--- config.mk ---
export PLATFORM = sky130hd
export DESIGN_NAME = qxc_host
export DESIGN_NICKNAME = d
export VERILOG_FILES = /design/src/shared/qxc_pkg.sv /design/src/logic/qxc_host.sv
export VERILOG_INCLUDE_DIRS = /design/src /design/src/shared
export SDC_FILE = /design/constraint.sdc
export NUM_CORES = 1
export LEC_CHECK = 0
export ABC_AREA = 1
export BUFFER_PORTS_ARGS = -buffer_cell sky130_fd_sc_hd__clkbuf_2
export CORE_ASPECT_RATIO = 2
export CORE_UTILIZATION = 58
export DETAILED_ROUTE_END_ITERATION = 10
export GPL_TIMING_DRIVEN = 0
export PLACE_DENSITY = 0.8
export SKIP_CTS_REPAIR_TIMING = 1
export SLEW_MARGIN = 15
export SYNTH_ARGS = -nofsm -noshare
export SYNTH_HDL_FRONTEND = slang
export SYNTH_SLANG_ARGS = --single-unit
--- constraint.sdc ---
create_clock -name clk_i -period 4.41 [get_ports clk_i]
set_clock_uncertainty 0.1 [all_clocks]
set_input_delay 0.441 -clock clk_i [delete_from_list [all_inputs] [get_ports clk_i]]
set_output_delay 0.441 -clock clk_i [all_outputs]
set_load 0.01 [all_outputs]
--- src/shared/qxc_map.svh ---
`ifndef QXC_MAP_SVH
`define QXC_MAP_SVH
// Own register offsets (AHB byte address, low 8 bits)
`define QXC_R_DEV_ADDR  8'h00
`define QXC_R_DEV_WDATA 8'h04
`define QXC_R_CMD       8'h08
`define QXC_R_STATUS    8'h0c
`define QXC_R_RDATA     8'h10
`define QXC_R_XIP_CTRL  8'h14
`define QXC_R_DMA_CTRL  8'h18
`define QXC_R_TX_BLOCK  8'h1c
`define QXC_R_RX_BLOCK  8'h20
`define QXC_R_TX_WORD   8'h24
`define QXC_R_RX_LAST   8'h28
// Own field positions
`define QXC_CMD_GO      0
`define QXC_CMD_WRITE   1
`define QXC_ST_BUSY     0
`define QXC_ST_REFUSED  1
`define QXC_ST_XIP      2
// Device register offsets
`define QXC_D_MAIN      32'h0000_0000
`define QXC_D_BAUD      32'h0000_0014
`define QXC_D_DMA_CONTROL     32'h0000_004c
`define QXC_D_TXLVL     32'h0000_0050
`define QXC_D_RXLVL     32'h0000_0054
`define QXC_D_DATA      32'h0000_0060
`define QXC_D_SPICTL    32'h0000_00f4
`define QXC_D_EDGE      32'h0000_00f8
// Device field positions
`define QXC_F_FRF_LO    21
`define QXC_F_DDR       16
`define QXC_F_IDDR      17
`define QXC_F_ADDRL_LO  2
`define QXC_F_INSTL_LO  8
// Limits and counts
`define QXC_ADDRL_MAX   4'h8
`define QXC_RX_LEVEL    32'h0000_0004
`define QXC_BURST       3'h4
`define QXC_ACK_HOLD    3'h4
`define QXC_RST_WORD    32'h0000_0000
`endif

--- src/shared/qxc_pkg.sv ---
package qxc_pkg;
    // Controller sequence, Gray coded along IDLE-SETUP-ACCESS-ACK
    typedef enum logic [1:0] {
        ST_IDLE   = 2'b00,
        ST_SETUP  = 2'b01,
        ST_ACCESS = 2'b11,
        ST_ACK    = 2'b10
    } qxc_state_e;
    // Who owns the current device access
    typedef enum logic [1:0] {
        SRC_CPU = 2'b00,
        SRC_TX  = 2'b01,
        SRC_RX  = 2'b10
    } qxc_src_e;
    // Device-side register bus request
    typedef struct packed {
        logic        psel;
        logic        penable;
        logic        pwrite;
        logic [31:0] paddr;
        logic [31:0] pwdata;
    } qxc_apb_s;
endpackage

--- src/logic/qxc_host.sv ---
`timescale 1ns/1ps
`default_nettype none
`include "qxc_map.svh"
// Operation
// - Software programs nonzero opcode and address lengths whenever dual rate is set.
// - Drive edge must not exceed half the baud divisor minus one.
// - While execute-in-place is active the bus master issues reads only; a TX DMA launched in the cycle that sets it still writes.
// - Execute-in-place needs dual or quad frame format, never zero.
// - Frame format and frame size up to 32 set before execute-in-place.
// - Address length up to 32, wait cycles, type set before execute-in-place.
// - DMA controller is flow controller and owns the block size.
// - Burst length is four and receive DMA level stays at four.
// - Each burst request moves exactly four items.
// - Remainder below burst length is finished with single transactions.
module qxc_host
    import qxc_pkg::*;
(
    // Clock and reset
    input  wire logic        clk_i,
    input  wire logic        reset_i,
    // AHB-Lite slave
    input  wire logic        hsel_i,
    input  wire logic [31:0] haddr_i,
    input  wire logic [1:0]  htrans_i,
    input  wire logic        hwrite_i,
    input  wire logic [2:0]  hsize_i,
    input  wire logic [31:0] hwdata_i,
    input  wire logic        hready_i,
    output logic      [31:0] hrdata_o,
    output logic             hreadyout_o,
    output logic             hresp_o,
    // Device register bus master
    output logic             psel_o,
    output logic             penable_o,
    output logic             pwrite_o,
    output logic      [31:0] paddr_o,
    output logic      [31:0] pwdata_o,
    input  wire logic [31:0] prdata_i,
    input  wire logic        pready_i,
    // Execute-in-place select toward device
    output logic             execute_in_place_o,
    // DMA handshake with device
    input  wire logic        dma_tx_req_i,
    input  wire logic        dma_tx_single_i,
    output logic             dma_tx_ack_o,
    input  wire logic        dma_rx_req_i,
    input  wire logic        dma_rx_single_i,
    output logic             dma_rx_ack_o
);
    qxc_state_e  state_ff;
    qxc_src_e    src_ff;
    qxc_apb_s    apb_ff;
    logic [3:0]  meta_ff, sync_ff;
    logic [7:0]  a_addr_ff;
    logic        a_wr_ff, rd_pend_ff;
    logic [31:0] hrdata_ff, dev_addr_ff, dev_wdata_ff, rdata_ff;
    logic [31:0] tx_word_ff, rx_last_ff;
    logic [15:0] tx_rem_ff, rx_rem_ff, baud_ff;
    logic [31:0] spictl_ff;
    logic [1:0]  frf_ff;
    logic        xip_ff, refused_ff, tx_en_ff, rx_en_ff;
    logic [2:0]  cnt_ff, items_ff, hold_ff, done_ff;

    // Two-flop sync of the DMA request pins
    wire logic [3:0] dma_pins = {dma_rx_single_i, dma_rx_req_i, dma_tx_single_i, dma_tx_req_i};
    genvar gi;
    generate
        for (gi = 0; gi < 4; gi++) begin : g_sync
            always_ff @(posedge clk_i) begin
                meta_ff[gi] <= reset_i ? 1'b0 : dma_pins[gi];
                sync_ff[gi] <= reset_i ? 1'b0 : meta_ff[gi];
            end
        end
    endgenerate

    // Address length field of an enhanced-control word
    function automatic logic [3:0] addr_len(input logic [31:0] w);
        addr_len = w[`QXC_F_ADDRL_LO +: 4];
    endfunction

    // AHB decode
    wire logic        a_take   = hsel_i & htrans_i[1] & hready_i;
    wire logic        a_wr_now = a_wr_ff;
    wire logic        w_cmd    = a_wr_now & (a_addr_ff == `QXC_R_CMD);
    wire logic        cmd_go   = w_cmd & hwdata_i[`QXC_CMD_GO];
    wire logic        cmd_wr   = hwdata_i[`QXC_CMD_WRITE];
    wire logic        w_clr    = a_wr_now & (a_addr_ff == `QXC_R_STATUS)
                                 & hwdata_i[`QXC_ST_REFUSED];

    // Configuration screening of commanded device writes, and of commanded reads while execute-in-place is on
    wire logic [3:0]  new_al   = addr_len(dev_wdata_ff);
    wire logic [3:0]  new_il   = {2'b00, dev_wdata_ff[`QXC_F_INSTL_LO +: 2]};
    wire logic        new_ddr  = dev_wdata_ff[`QXC_F_DDR] | dev_wdata_ff[`QXC_F_IDDR];
    wire logic        spi_bad  = (dev_addr_ff == `QXC_D_SPICTL)
                                 & ((new_ddr & ((new_al == 4'h0) | (new_il == 4'h0)))
                                 | (new_al > `QXC_ADDRL_MAX));
    wire logic        edge_bad = (dev_addr_ff == `QXC_D_EDGE)
                                 & (({1'b0, dev_wdata_ff[15:0]} + 17'h1)
                                 > {2'b00, baud_ff[15:1]});
    wire logic        rxl_bad  = (dev_addr_ff == `QXC_D_RXLVL)
                                 & (dev_wdata_ff != `QXC_RX_LEVEL);
    wire logic        wr_bad   = xip_ff | spi_bad | edge_bad | rxl_bad;
    wire logic [3:0]  cur_al   = addr_len(spictl_ff);
    wire logic        xip_bad  = (frf_ff == 2'b00) | (cur_al == 4'h0)
                                 | (cur_al > `QXC_ADDRL_MAX);
    wire logic        cmd_bad  = (state_ff != ST_IDLE) | (cmd_wr ? wr_bad : (xip_ff & xip_bad));
    wire logic        cpu_go   = cmd_go & ~cmd_bad;

    // DMA service: bursts only while a full burst remains, else singles
    wire logic        dma_ok   = (state_ff == ST_IDLE) & (hold_ff == 3'h0) & ~xip_ff & ~cmd_go;
    wire logic        tx_bst   = sync_ff[0] & (tx_rem_ff >= 16'h4);
    wire logic        rx_bst   = sync_ff[2] & (rx_rem_ff >= 16'h4);
    wire logic        tx_go    = dma_ok & tx_en_ff & (tx_rem_ff != 16'h0) & (tx_bst | sync_ff[1]);
    wire logic        rx_go    = dma_ok & rx_en_ff & (rx_rem_ff != 16'h0) & ~tx_go
                                 & (rx_bst | sync_ff[3]);
    wire logic [2:0]  tx_n     = tx_bst ? `QXC_BURST : 3'h1;
    wire logic [2:0]  rx_n     = rx_bst ? `QXC_BURST : 3'h1;
    wire logic        beat_end = (state_ff == ST_ACCESS) & pready_i;
    wire logic        last     = beat_end & (cnt_ff == 3'h1);

    // AHB read mux
    logic [31:0] rd_mux;
    always_comb begin
        unique case (a_addr_ff)
            `QXC_R_DEV_ADDR:  rd_mux = dev_addr_ff;
            `QXC_R_DEV_WDATA: rd_mux = dev_wdata_ff;
            `QXC_R_STATUS:    rd_mux = {29'h0, xip_ff, refused_ff, state_ff != ST_IDLE};
            `QXC_R_RDATA:     rd_mux = rdata_ff;
            `QXC_R_XIP_CTRL:  rd_mux = {31'h0, xip_ff};
            `QXC_R_DMA_CTRL:  rd_mux = {30'h0, rx_en_ff, tx_en_ff};
            `QXC_R_TX_BLOCK:  rd_mux = {16'h0, tx_rem_ff};
            `QXC_R_RX_BLOCK:  rd_mux = {16'h0, rx_rem_ff};
            `QXC_R_TX_WORD:   rd_mux = tx_word_ff;
            `QXC_R_RX_LAST:   rd_mux = rx_last_ff;
            default:          rd_mux = 32'h0000_0000;
        endcase
    end

    // AHB slave: writes zero-wait, reads one wait state for a registered answer
    always_ff @(posedge clk_i) begin
        if (reset_i) begin
            a_addr_ff  <= 8'h00;
            a_wr_ff    <= 1'b0;
            rd_pend_ff <= 1'b0;
            hrdata_ff  <= 32'h0000_0000;
        end else begin
            if (hready_i) begin
                a_addr_ff <= haddr_i[7:0];
                a_wr_ff   <= a_take & hwrite_i;
            end
            rd_pend_ff <= a_take & ~hwrite_i;
            if (rd_pend_ff) begin
                hrdata_ff <= rd_mux;
            end
        end
    end

    // Software-written settings
    always_ff @(posedge clk_i) begin
        if (reset_i) begin
            dev_addr_ff  <= 32'h0000_0000;
            dev_wdata_ff <= 32'h0000_0000;
            xip_ff       <= 1'b0;
            tx_en_ff     <= 1'b0;
            rx_en_ff     <= 1'b0;
        end else if (a_wr_now) begin
            if (a_addr_ff == `QXC_R_DEV_ADDR)  dev_addr_ff  <= hwdata_i;
            if (a_addr_ff == `QXC_R_DEV_WDATA) dev_wdata_ff <= hwdata_i;
            // Mode switch only while idle, so only a DMA access launched in that same cycle straddles it
            if ((a_addr_ff == `QXC_R_XIP_CTRL) & (state_ff == ST_IDLE)) begin
                xip_ff <= hwdata_i[0];
            end
            if (a_addr_ff == `QXC_R_DMA_CTRL) begin
                tx_en_ff <= hwdata_i[0];
                rx_en_ff <= hwdata_i[1];
            end
        end
    end

    // Sticky refusal; a new refusal wins over a clear in the same cycle
    always_ff @(posedge clk_i) begin
        if (reset_i)           refused_ff <= 1'b0;
        else if (cmd_go & cmd_bad) refused_ff <= 1'b1;
        else if (w_clr)        refused_ff <= 1'b0;
    end

    // Shadows of device settings, taken when a write is launched
    always_ff @(posedge clk_i) begin
        if (reset_i) begin
            baud_ff   <= 16'h0000;
            frf_ff    <= 2'b00;
            spictl_ff <= 32'h0000_0000;
        end else if (cpu_go & cmd_wr) begin
            if (dev_addr_ff == `QXC_D_BAUD)   baud_ff   <= dev_wdata_ff[15:0];
            if (dev_addr_ff == `QXC_D_MAIN)   frf_ff    <= dev_wdata_ff[`QXC_F_FRF_LO +: 2];
            if (dev_addr_ff == `QXC_D_SPICTL) spictl_ff <= dev_wdata_ff;
        end
    end

    // Block counters: software loads them, the DMA engine counts them down
    always_ff @(posedge clk_i) begin
        if (reset_i) begin
            tx_rem_ff  <= 16'h0000;
            rx_rem_ff  <= 16'h0000;
            tx_word_ff <= `QXC_RST_WORD;
            rx_last_ff <= `QXC_RST_WORD;
        end else begin
            if (a_wr_now & (a_addr_ff == `QXC_R_TX_BLOCK)) tx_rem_ff <= hwdata_i[15:0];
            else if (beat_end & (src_ff == SRC_TX))       tx_rem_ff <= tx_rem_ff - 16'h1;
            if (a_wr_now & (a_addr_ff == `QXC_R_RX_BLOCK)) rx_rem_ff <= hwdata_i[15:0];
            else if (beat_end & (src_ff == SRC_RX))       rx_rem_ff <= rx_rem_ff - 16'h1;
            if (a_wr_now & (a_addr_ff == `QXC_R_TX_WORD))  tx_word_ff <= hwdata_i;
            else if (beat_end & (src_ff == SRC_TX))       tx_word_ff <= tx_word_ff + 32'h1;
            if (beat_end & (src_ff == SRC_RX))            rx_last_ff <= prdata_i;
        end
    end

    // Next device request, by source and state
    qxc_apb_s nxt_apb;
    always_comb begin
        nxt_apb = apb_ff;
        if (state_ff == ST_IDLE) begin
            nxt_apb.psel    = cpu_go | tx_go | rx_go;
            nxt_apb.penable = 1'b0;
            nxt_apb.pwrite  = cpu_go ? cmd_wr : tx_go;
            nxt_apb.paddr   = cpu_go ? dev_addr_ff : `QXC_D_DATA;
            nxt_apb.pwdata  = cpu_go ? dev_wdata_ff : tx_word_ff;
        end else if (state_ff == ST_SETUP) begin
            nxt_apb.penable = 1'b1;
        end else if (beat_end) begin
            nxt_apb.psel    = ~last;
            nxt_apb.penable = 1'b0;
            nxt_apb.pwdata  = tx_word_ff + 32'h1;
        end
    end

    // Access sequencer
    always_ff @(posedge clk_i) begin
        if (reset_i) begin
            state_ff <= ST_IDLE;
            src_ff   <= SRC_CPU;
            apb_ff   <= '0;
            cnt_ff   <= 3'h0;
            items_ff <= 3'h0;
        end else begin
            apb_ff <= nxt_apb;
            unique case (state_ff)
                ST_IDLE: if (cpu_go | tx_go | rx_go) begin
                    state_ff <= ST_SETUP;
                    src_ff   <= cpu_go ? SRC_CPU : (tx_go ? SRC_TX : SRC_RX);
                    cnt_ff   <= cpu_go ? 3'h1 : (tx_go ? tx_n : rx_n);
                    items_ff <= cpu_go ? 3'h1 : (tx_go ? tx_n : rx_n);
                end
                ST_SETUP:  state_ff <= ST_ACCESS;
                ST_ACCESS: if (beat_end) begin
                    cnt_ff   <= cnt_ff - 3'h1;
                    state_ff <= !last ? ST_SETUP : ((src_ff == SRC_CPU) ? ST_IDLE : ST_ACK);
                end
                ST_ACK:    state_ff <= ST_IDLE;
            endcase
        end
    end

    // Read result and post-acknowledge hold-off
    always_ff @(posedge clk_i) begin
        if (reset_i) begin
            rdata_ff <= 32'h0000_0000;
            hold_ff  <= 3'h0;
            done_ff  <= 3'h0;
        end else begin
            if (beat_end & (src_ff == SRC_CPU) & ~apb_ff.pwrite) rdata_ff <= prdata_i;
            // Hold-off covers synchroniser lag so a stale request is not served
            hold_ff <= (state_ff == ST_ACK) ? `QXC_ACK_HOLD
                     : ((hold_ff != 3'h0) ? hold_ff - 3'h1 : 3'h0);
            done_ff <= (state_ff == ST_IDLE) ? 3'h0 : done_ff + {2'b00, beat_end};
        end
    end

    // Outputs
    assign hrdata_o           = hrdata_ff;
    assign hreadyout_o        = ~rd_pend_ff;
    assign hresp_o            = 1'b0;
    assign psel_o             = apb_ff.psel;
    assign penable_o          = apb_ff.penable;
    assign pwrite_o           = apb_ff.pwrite;
    assign paddr_o            = apb_ff.paddr;
    assign pwdata_o           = apb_ff.pwdata;
    assign execute_in_place_o = xip_ff;
    assign dma_tx_ack_o       = (state_ff == ST_ACK) & (src_ff == SRC_TX);
    assign dma_rx_ack_o       = (state_ff == ST_ACK) & (src_ff == SRC_RX);

    wire logic setup_w = psel_o & ~penable_o & pwrite_o;
endmodule
`default_nettype wire

==> PnR_summary.wiki, run 1 <==
{| class="wikitable"
! Metric !! Value
|-
| Status || finished, violations left
|-
| Violations in the final reports || hold timing
|-
| Total setup violations reported at the end of the flow || 0
|-
| Synth cell types || 53
|-
| Post-synthesis average cell area || 7.13 um^2
|-
| Num CTS Buffers || 31
|-
| Number of antenna violations at the first check in global routing || 3
|-
| Fraction of synthesis flops using an asynchronous set or reset pin || 0
|-
| Max Buffers Root-to-Sink || 3
|-
| Gate count after technology mapping || 2361
|-
| Number of fill cells || about 2.5k
|-
| Placement row count || 87
|-
| Top post-synthesis cells by count || sky130_fd_sc_hd__nand2_1 (392), sky130_fd_sc_hd__dfxtp_1 (344), sky130_fd_sc_hd__nor2_1 (304)
|-
| TritonCTS clock tree || done
|-
| Number of cells in the design after placement || ~2.9k
|-
| Commonest register cell after synthesis || sky130_fd_sc_hd__dfxtp_1
|-
| Worst skew pair latency || 610 ps
|-
| Clock transition time at the flip-flop clock pins of the worst setup and hold paths || 70 ps
|-
| Unrepaired setup endpoints after global routing || false
|-
| Die W || 122 um
|-
| Area added between synthesis and finish || 15.6%
|-
| Cells on Worst Hold Path || 3
|-
| CP arrival || around 4500 ps
|-
| Worst hold path class || in -> reg
|-
| H-Tree Depth || 1
|-
| Detailed Routing Iterations Pass 1 || 6
|-
| DRC Markers || 0
|-
| All-Layer GR Usage || 0.513
|-
| Starting Density || 0.595
|-
| Leakage power || around 8.1 nW
|-
| Top-count cell post-synth || sky130_fd_sc_hd__nand2_1
|-
| Fmax achieved || around 0.24 GHz
|-
| End point of the most critical hold path || rx_last_ff[25]
|-
| Min-delay src || prdata_i[25]
|-
| Startpoint type of the worst setup path || register
|-
| Final period util || 0.945
|-
| Slew @ Worst Pin || 1290 ps
|-
| Top-level port count || between 200 and 250
|-
| Sequential fraction of the synthesis area || 0.409
|-
| Flop2flop setup slack || 240 ps
|-
| DR vias || around 19k
|-
| Required time at the endpoint of the critical path || approximately 4800 ps
|-
| Number of cells in the finished layout apart from fillers || 2979
|-
| Ranking of synthesized cells by area || sky130_fd_sc_hd__dfxtp_1 (41%), sky130_fd_sc_hd__nand2_1 (8.7%), sky130_fd_sc_hd__nor2_1 (6.8%)
|-
| Maximum number of pins on one net before global-route repair || 17
|-
| Largest fanout of any net on the critical path || 10
|-
| Via count of the first global-routing pass || 18.5k
|-
| Remaining global-route overflow || 0
|-
| Hold violation total from the final report || 14
|-
| Mean routed wirelength per cell || 25.5 um
|-
| HPWL reported at the end of detailed placement || 58600 um
|-
| Count of flip-flops with a built-in enable after synthesis || 0
|-
| Gp weighted congestion || 1.04
|-
| Minimum clock period after layout || 4170 ps
|-
| Warning count from the yosys run || 0
|-
| Crit Reg-Reg Startpoint || dev_wdata_ff[6]
|-
| Number of antenna diodes || 0
|-
| Worst ir drop on vdd || 0.332 mV
|-
| Iteration-0 DRC Markers || around 2.2k
|-
| Worst-case reg-to-reg path depth || 25
|-
| Worst setup EP type || register
|-
| Number of maximum-capacitance violations || 0
|-
| Synthesis-stage register bit count || between 300 and 400
|-
| Critical register-to-register path endpoint || pwdata_o[19]
|-
| Number of clock sinks || 344
|-
| Total Neg Setup Slack || 0 ps
|-
| Final worst hold slack || -16.9 ps
|-
| Die ar. || 0.0297 mm^2
|-
| Fraction of layout instances using a drive strength above 1 || 0.119
|-
| # nets final || 2737
|-
| Max-slew violation count || 0
|-
| Area of the placeable core || between 0.02 and 0.03 mm^2
|-
| Setup CP Type || reg -> reg
|-
| Number of I/O port buffers || 183
|-
| Floorplan die height || ~240 um
|-
| Syn Nets || 2499
|-
| Via-per-instance ratio || ~6.4
|-
| Final wirelength || between 70000 and 80000 um
|-
| Synth area leader || sky130_fd_sc_hd__dfxtp_1
|-
| Total power per unit cell area || 326 mW/mm^2
|-
| Number of nets with antenna violations after routing || 0
|-
| Relative max-transition margin || 0.142
|-
| Proportion of netlist area held by the largest area contributor || 0.409
|-
| Global-route wire length before repair || about 110000 um
|-
| Clk root buf || sky130_fd_sc_hd__clkbuf_16
|-
| Synthesized area || 0.0168 mm^2
|}
-- cell families after synthesis --
| family | after synthesis | share of synthesized area |
|---|---|---|
| and+or+nand+nor | 951 | 0.244 |
| DFF | 344 | 0.409 |
| buffers and inverters | 415 | 0.0963 |
| other | 1 | 0.000223 |
| adders and majority gates | 27 | 0.0201 |
| xor gates and xnor gates | 50 | 0.0260 |
| AOI/OAI and AO/OA | 573 | 0.204 |
-- power by group --
group | internal [mW] | switching, mW | total [mW]
Clock | 1.54 | 1.34 | 2.87
Combinational | 0.0787 | 0.258 | 0.337
Sequential | 3.12 | 0.0109 | 3.13
Total | 4.73 | 1.60 | 6.34
-- critical path: stages, from the launching register on --
cell,delay (ps)
sky130_fd_sc_hd__dfxtp_1,550
sky130_fd_sc_hd__nand2_1,190
sky130_fd_sc_hd__inv_1,80
sky130_fd_sc_hd__nand4_1,120
sky130_fd_sc_hd__nor3_2,280
sky130_fd_sc_hd__xor2_1,260
sky130_fd_sc_hd__inv_1,80
sky130_fd_sc_hd__ha_1,290
sky130_fd_sc_hd__nand2_1,70
sky130_fd_sc_hd__inv_1,40
sky130_fd_sc_hd__nand2_1,90
sky130_fd_sc_hd__nor2_1,70
sky130_fd_sc_hd__a21oi_1,150
sky130_fd_sc_hd__nand2_1,80
sky130_fd_sc_hd__nand2_1,60
sky130_fd_sc_hd__nand2_1,40
sky130_fd_sc_hd__nand2_1,70
sky130_fd_sc_hd__nand2_1,90
sky130_fd_sc_hd__nand2_1,70
sky130_fd_sc_hd__nand2_1,60
sky130_fd_sc_hd__nand2_2,90
sky130_fd_sc_hd__buf_8,160
sky130_fd_sc_hd__nand3_4,90
sky130_fd_sc_hd__buf_4,200
sky130_fd_sc_hd__o211ai_1,510
sky130_fd_sc_hd__a21oi_1,140
-- worst max-delay path by stage --
| stage | startpoint | end | slack (ps) |
|---|---|---|---|
| floorplan | dev_wdata_ff[1] | pwdata_o[16] | 1160 |
| global placement | dev_wdata_ff[1] | pwdata_o[16] | 170 |
| detailed placement | dev_wdata_ff[1] | pwdata_o[19] | -9 |
| CTS | dev_wdata_ff[1] | pwdata_o[19] | -30 |
| global route | dev_wdata_ff[6] | pwdata_o[19] | 7 |
| finish | dev_wdata_ff[6] | pwdata_o[19] | 240 |
-- through the flow --
step | util | total power [mW] | hold WS [ps] | worst slack (ps) | area, um^2
2_1_floorplan | - | 3.34 | 288 | 1160 | 16800
3_3_place_gp | 0.643 | 3.50 | 296 | 166 | 18200
3_5_place_dp | 0.643 | 3.51 | 300 | -8.66 | 18200
4_1_cts | 0.680 | 6.28 | -79.9 | -30.5 | 19200
5_1_grt | 0.687 | 6.42 | 17.2 | 7.24 | 19500
6_report | 0.687 | 6.34 | -16.9 | 242 | 19500
-- state kept, by name, indices dropped and copies added, names as in the netlist, 3 cells and up --
name / cells
a_addr_ff: 8
baud_ff: 15
cnt_ff: 3
dev_addr_ff: 32
dev_wdata_ff: 32
hold_ff: 3
hrdata_o: 32
meta_ff: 4
paddr_o: 32
pwdata_o: 32
rdata_ff: 32
rx_last_ff: 32
rx_rem_ff: 16
spictl_ff: 4
sync_ff: 4
tx_rem_ff: 16
tx_word_ff: 32
-- final cells by class --
cell class	count	area, um^2	share of cell area
multi-input cells	1602	8330	0.428
clock buffers	35	831	0.0427
flip-flops and latches	344	6890	0.354
repair buffers	205	1110	0.0571
clock inverters	22	209	0.0107
well taps	356	445	0.0229
plain buffers	138	589	0.0303
inverters	277	1040	0.0535
-- per-layer routing --
| layer | wire (um) | GRT usage |
|---|---|---|
| met5 | 60 | 0 |
| met4 | 11100 | 0.592 |
| met3 | 7410 | 0.132 |
| met2 | 34400 | 0.809 |
| met1 | 23100 | 0.497 |
-- placed cells by master, fill, tap and decap left out, types with 5 or more instances in the layout --
cell	Yosys	final
sky130_fd_sc_hd__o22ai_1	33	33
sky130_fd_sc_hd__a31oi_1	37	37
sky130_fd_sc_hd__clkinvlp_4	0	5
sky130_fd_sc_hd__nand2_1	392	391
sky130_fd_sc_hd__o31ai_1	25	25
sky130_fd_sc_hd__nand3_1	86	86
sky130_fd_sc_hd__a22oi_1	14	14
sky130_fd_sc_hd__dlygate4sd3_1	0	12
sky130_fd_sc_hd__inv_1	272	271
sky130_fd_sc_hd__inv_2	4	5
sky130_fd_sc_hd__buf_1	5	5
sky130_fd_sc_hd__dfxtp_1	344	342
sky130_fd_sc_hd__nand2_2	4	5
sky130_fd_sc_hd__buf_4	5	16
sky130_fd_sc_hd__nor4_1	9	9
sky130_fd_sc_hd__ha_1	27	27
sky130_fd_sc_hd__xor2_1	46	46
sky130_fd_sc_hd__clkbuf_16	0	31
sky130_fd_sc_hd__buf_2	11	9
sky130_fd_sc_hd__nor2_1	304	304
sky130_fd_sc_hd__a211oi_1	5	5
sky130_fd_sc_hd__o221ai_1	21	21
sky130_fd_sc_hd__nor3_1	87	85
sky130_fd_sc_hd__clkbuf_1	113	113
sky130_fd_sc_hd__nand4_1	43	43
sky130_fd_sc_hd__o21ai_0	203	203
sky130_fd_sc_hd__a221oi_1	25	25
sky130_fd_sc_hd__o211ai_1	25	25
sky130_fd_sc_hd__clkinv_2	0	11
sky130_fd_sc_hd__nor3_2	5	7
sky130_fd_sc_hd__clkbuf_2	0	183
sky130_fd_sc_hd__a21oi_1	158	158
sky130_fd_sc_hd__o21ai_1	7	7
(Power assumes the default switching activity.)
==> run 2: changes to the inputs <==
--- a/config.mk
+++ b/config.mk
@@ -6,9 +6,9 @@
 export SDC_FILE = /design/constraint.sdc
 export NUM_CORES = 1
 export LEC_CHECK = 0
-export ABC_AREA = 1
 export BUFFER_PORTS_ARGS = -buffer_cell sky130_fd_sc_hd__clkbuf_2
 export CORE_ASPECT_RATIO = 2
+export CORE_MARGIN = 2
 export CORE_UTILIZATION = 58
 export DETAILED_ROUTE_END_ITERATION = 10
 export GPL_TIMING_DRIVEN = 0
==> run 2 against run 1 <==
The flow still finishes with violations (hold timing). Flip-flop and latch count did not move. Fmax fell by 1.7%. Final area fell by 2.1%. Critical path depth fell by 9. Die area barely moved. Critical path type unchanged. Largest power group unchanged.
==> PnR_summary.wiki, run 2 <==
{| class="wikitable"
! Metric !! Value
|-
| Num CTS Buffers || 30 (was 31)
|-
| DR vias || 16.7k (was 19.1k)
|-
| Hold violation total from the final report || 36 (was 14)
|-
| Clk root buf || sky130_fd_sc_hd__clkbuf_16 (unchanged)
|-
| Number of I/O port buffers || 183 (unchanged)
|-
| Synthesis-stage register bit count || 344 (unchanged)
|-
| Number of nets with antenna violations after routing || 0 (unchanged)
|-
| Worst skew pair latency || 600 ps (was 610 ps)
|-
| DRC Markers || 0 (unchanged)
|-
| Number of maximum-capacitance violations || 0 (unchanged)
|-
| Flip-flop and latch area || 0.00690 mm^2 (was 0.00689 mm^2)
|-
| CP arrival || 4590 ps (was 4540 ps)
|-
| Minimum clock period after layout || 4240 ps (was 4170 ps)
|-
| Worst ir drop on vdd || 0.321 mV (was 0.332 mV)
|-
| Power Total || 6.25 mW (was 6.34 mW)
|-
| Iteration-0 DRC Markers || 2122 (was 2249)
|-
| Area of the placeable core || 0.0280 mm^2 (was 0.0283 mm^2)
|-
| Worst setup EP type || register (unchanged)
|-
| Synthesized area || 0.0164 mm^2 (was 0.0168 mm^2)
|-
| Gp weighted congestion || 1.03 (was 1.04)
|-
| Most common cell after layout, fill and taps aside || sky130_fd_sc_hd__nand2_1 (unchanged)
|-
| Synth area leader || sky130_fd_sc_hd__dfxtp_1 (unchanged)
|-
| # nets final || 2383 (was 2737)
|-
| Global-route wire length before repair || 93900 um (was 111000 um)
|-
| Detailed Routing Iterations Pass 1 || 10 (was 6)
|-
| TritonCTS clock tree || done (unchanged)
|-
| Commonest register cell after synthesis || sky130_fd_sc_hd__dfxtp_1 (unchanged)
|-
| Top-level port count || 215 (unchanged)
|-
| Post-synthesis average cell area || 8.17 um^2 (was 7.13 um^2)
|-
| Die ar. || 0.0297 mm^2 (about the same)
|-
| Fraction of layout instances using a drive strength above 1 || 0.131 (was 0.119)
|-
| Flop2flop setup slack || 170 ps (was 240 ps)
|-
| Setup CP Type || reg -> reg (unchanged)
|-
| Placement row count || 87 (unchanged)
|-
| Post-place instance area || 0.0178 mm^2 (was 0.0182 mm^2)
|-
| Total non-filler cell area in the finished layout || 0.0190 mm^2 (was 0.0195 mm^2)
|-
| Sequential fraction of the synthesis area || 0.420 (was 0.409)
|-
| Max-slew violation count || 0 (unchanged)
|-
| Worst hold path class || in -> reg (unchanged)
|-
| Mean routed wirelength per cell || 24.2 um (was 25.5 um)
|-
| Worst-case setup slack after placement || -334 ps (was -8.66 ps)
|-
| Fmax achieved || 0.236 GHz (was 0.240 GHz)
|-
| Leakage power || 6.83 nW (was 8.05 nW)
|-
| Largest fanout of any net on the critical path || 10 (unchanged)
|-
| Via count of the first global-routing pass || 15.7k (was 18.5k)
|-
| Top post-synthesis cells by count || sky130_fd_sc_hd__nand2_1 (353), sky130_fd_sc_hd__dfxtp_1 (344), sky130_fd_sc_hd__nor2_1 (182) (was sky130_fd_sc_hd__nand2_1 (392), sky130_fd_sc_hd__dfxtp_1 (344), sky130_fd_sc_hd__nor2_1 (304))
|-
| Final wirelength || 63300 um (was 76100 um)
|-
| Slew @ Worst Pin || 1270 ps (was 1290 ps)
|-
| Max Buffers Root-to-Sink || 3 (unchanged)
|-
| Worst-case reg-to-reg path depth || 16 (was 25)
|-
| Warning count from the yosys run || 0 (unchanged)
|-
| Clk network pwr share || 0.451 (was 0.453)
|-
| Maximum number of pins on one net before global-route repair || 16 (was 17)
|-
| H-Tree Depth || 1 (unchanged)
|-
| Clock transition time at the flip-flop clock pins of the worst setup and hold paths || 70 ps (about the same)
|-
| Starting Density || 0.586 (was 0.595)
|-
| Cell internal power dissipation || 4.78 mW (was 4.73 mW)
|-
| Via-per-instance ratio || 6.36 (was 6.42)
|-
| Gate count after technology mapping || 2008 (was 2361)
|-
| Required time at the endpoint of the critical path || 4760 ps (was 4780 ps)
|-
| All-Layer GR Usage || 0.418 (was 0.513)
|-
| Proportion of netlist area held by the largest area contributor || 0.420 (was 0.409)
|-
| Remaining global-route overflow || 0 (unchanged)
|-
| Multi-input combinational cell area || 0.00870 mm^2 (was 0.00833 mm^2)
|-
| Sequential Power Share || 0.501 (was 0.494)
|-
| Area added between synthesis and finish || 16.1% (was 15.6%)
|-
| Switching share of power || 0.236 (was 0.253)
|-
| Floorplan die height || 242 um (was 243 um)
|-
| Critical register-to-register path endpoint || pwdata_o[28] (was pwdata_o[19])
|-
| Comb power frac || 0.048 (was 0.053)
|-
| Total setup violations reported at the end of the flow || 0 (unchanged)
|-
| Synth cell types || 70 (was 53)
|-
| Count of flip-flops with a built-in enable after synthesis || 0 (unchanged)
|-
| Total power per unit cell area || 328 mW/mm^2 (was 326 mW/mm^2)
|-
| Relative max-transition margin || 0.152 (was 0.142)
|-
| Number of antenna diodes || 0 (unchanged)
|-
| Final worst hold slack || -32.8 ps (was -16.9 ps)
|-
| Critical Path Source || dev_wdata_ff[0] (was dev_wdata_ff[6])
|-
| Total Neg Setup Slack || 0 ps (unchanged)
|-
| Number of antenna violations at the first check in global routing || 0 (was 3)
|-
| Number of clock sinks || 344 (unchanged)
|-
| Startpoint type of the worst setup path || register (unchanged)
|-
| Most used cells in the layout excluding fill and tap cells || sky130_fd_sc_hd__nand2_1 (353), sky130_fd_sc_hd__dfxtp_1 (341), sky130_fd_sc_hd__clkbuf_2 (184), sky130_fd_sc_hd__nor2_1 (181), sky130_fd_sc_hd__a21oi_1 (168) (was sky130_fd_sc_hd__nand2_1 (391), sky130_fd_sc_hd__dfxtp_1 (342), sky130_fd_sc_hd__nor2_1 (304), sky130_fd_sc_hd__inv_1 (271), sky130_fd_sc_hd__o21ai_0 (203))
|-
| Die W || 123 um (was 122 um)
|-
| Violations in the final reports || hold timing (unchanged)
|-
| Final period util || 0.961 (was 0.945)
|-
| Ranking of synthesized cells by area || sky130_fd_sc_hd__dfxtp_1 (42%), sky130_fd_sc_hd__nand2_1 (8.1%), sky130_fd_sc_hd__a21oi_1 (5.1%) (was sky130_fd_sc_hd__dfxtp_1 (41%), sky130_fd_sc_hd__nand2_1 (8.7%), sky130_fd_sc_hd__nor2_1 (6.8%))
|-
| Top-count cell post-synth || sky130_fd_sc_hd__nand2_1 (unchanged)
|-
| Fraction of synthesis flops using an asynchronous set or reset pin || 0 (unchanged)
|-
| Syn Nets || 2146 (was 2499)
|-
| Number of fill cells || 2372 (was 2470)
|-
| Capturing instance or port of the critical path || pwdata_o[28] (was pwdata_o[19])
|-
| Status || finished, violations left (unchanged)
|-
| Least setup slack across all paths after layout || 170 ps (was 242 ps)
|-
| Crit Reg-Reg Startpoint || dev_wdata_ff[0] (was dev_wdata_ff[6])
|-
| HPWL reported at the end of detailed placement || 47800 um (was 58600 um)
|-
| Switching power of the nets || 1.47 mW (was 1.60 mW)
|}
run 2: critical path, stage by stage (launching register included):
cell                        delay [ps]
sky130_fd_sc_hd__dfxtp_4           450
sky130_fd_sc_hd__ha_1              240
sky130_fd_sc_hd__nand2_1           100
sky130_fd_sc_hd__nor2_1            200
sky130_fd_sc_hd__nand4_1           210
sky130_fd_sc_hd__nor2_1            210
sky130_fd_sc_hd__xor2_1             90
sky130_fd_sc_hd__ha_1              320
sky130_fd_sc_hd__nand4_1           190
sky130_fd_sc_hd__nor4_2            370
sky130_fd_sc_hd__and3_1            220
sky130_fd_sc_hd__o22ai_2           140
sky130_fd_sc_hd__a2111oi_4         430
sky130_fd_sc_hd__buf_12            190
sky130_fd_sc_hd__buf_4             250
sky130_fd_sc_hd__mux2i_1           270
sky130_fd_sc_hd__o22ai_1           120
run 2: worst min-delay path by stage:
stage / from / endpoint / slack, ps / depth (start not counted)
final: prdata_i[21] / rx_last_ff[21] / -30 / 3
after global routing: prdata_i[8] / rx_last_ff[8] / 0.2 / 3
after CTS: dma_tx_single_i / meta_ff[1] / -40 / 2
after detailed placement: hold_ff[0] / hold_ff[0] / 320 / 1
after global placement: hold_ff[0] / hold_ff[0] / 310 / 1
after floorplan: hold_ff[0] / hold_ff[0] / 300 / 1
run 2: logic make-up after synthesis:
kind of cell    share of synthesized area
flops                               0.420
simple gates                        0.228
other cells                      0.000229
mux                                0.0295
compound gates                      0.200
fa+ha+maj                          0.0206
xor+xnor                           0.0502
buf+inv                            0.0517
run 2: per-layer routing:
layer	part of all wire	GRT usage
met5	0	0
met1	0.35	0.509
met3	0.11	0.0785
met4	0.10	0.325
met2	0.44	0.636
run 2: area by class of cell:
cell class	count	area share
multi-input cells	1453	0.457
flip-flops and latches	344	0.362
repair buffers	205	0.0593
clock buffers	37	0.0419
plain buffers	171	0.0371
well taps	356	0.0234
clock inverters	15	0.0113
inverters	40	0.00789
run 2: power groups by stage:
stage	logic (mW)	registers (mW)	clock network (mW)
after floorplan	0.128	3.20	0
after global placement	0.271	3.20	0
after detailed placement	0.272	3.20	0
after CTS	0.274	3.13	2.80
after global routing	0.309	3.13	2.92
final	0.299	3.13	2.82
run 2: through the flow:
stage	std cells	hold slack, ps	util
CTS	2600	-42.8	0.671
detailed placement	2548	318	0.635
global placement	2547	311	0.635
floorplan	2008	301	-
global route	2621	0.202	0.681
finish	2621	-32.8	0.681
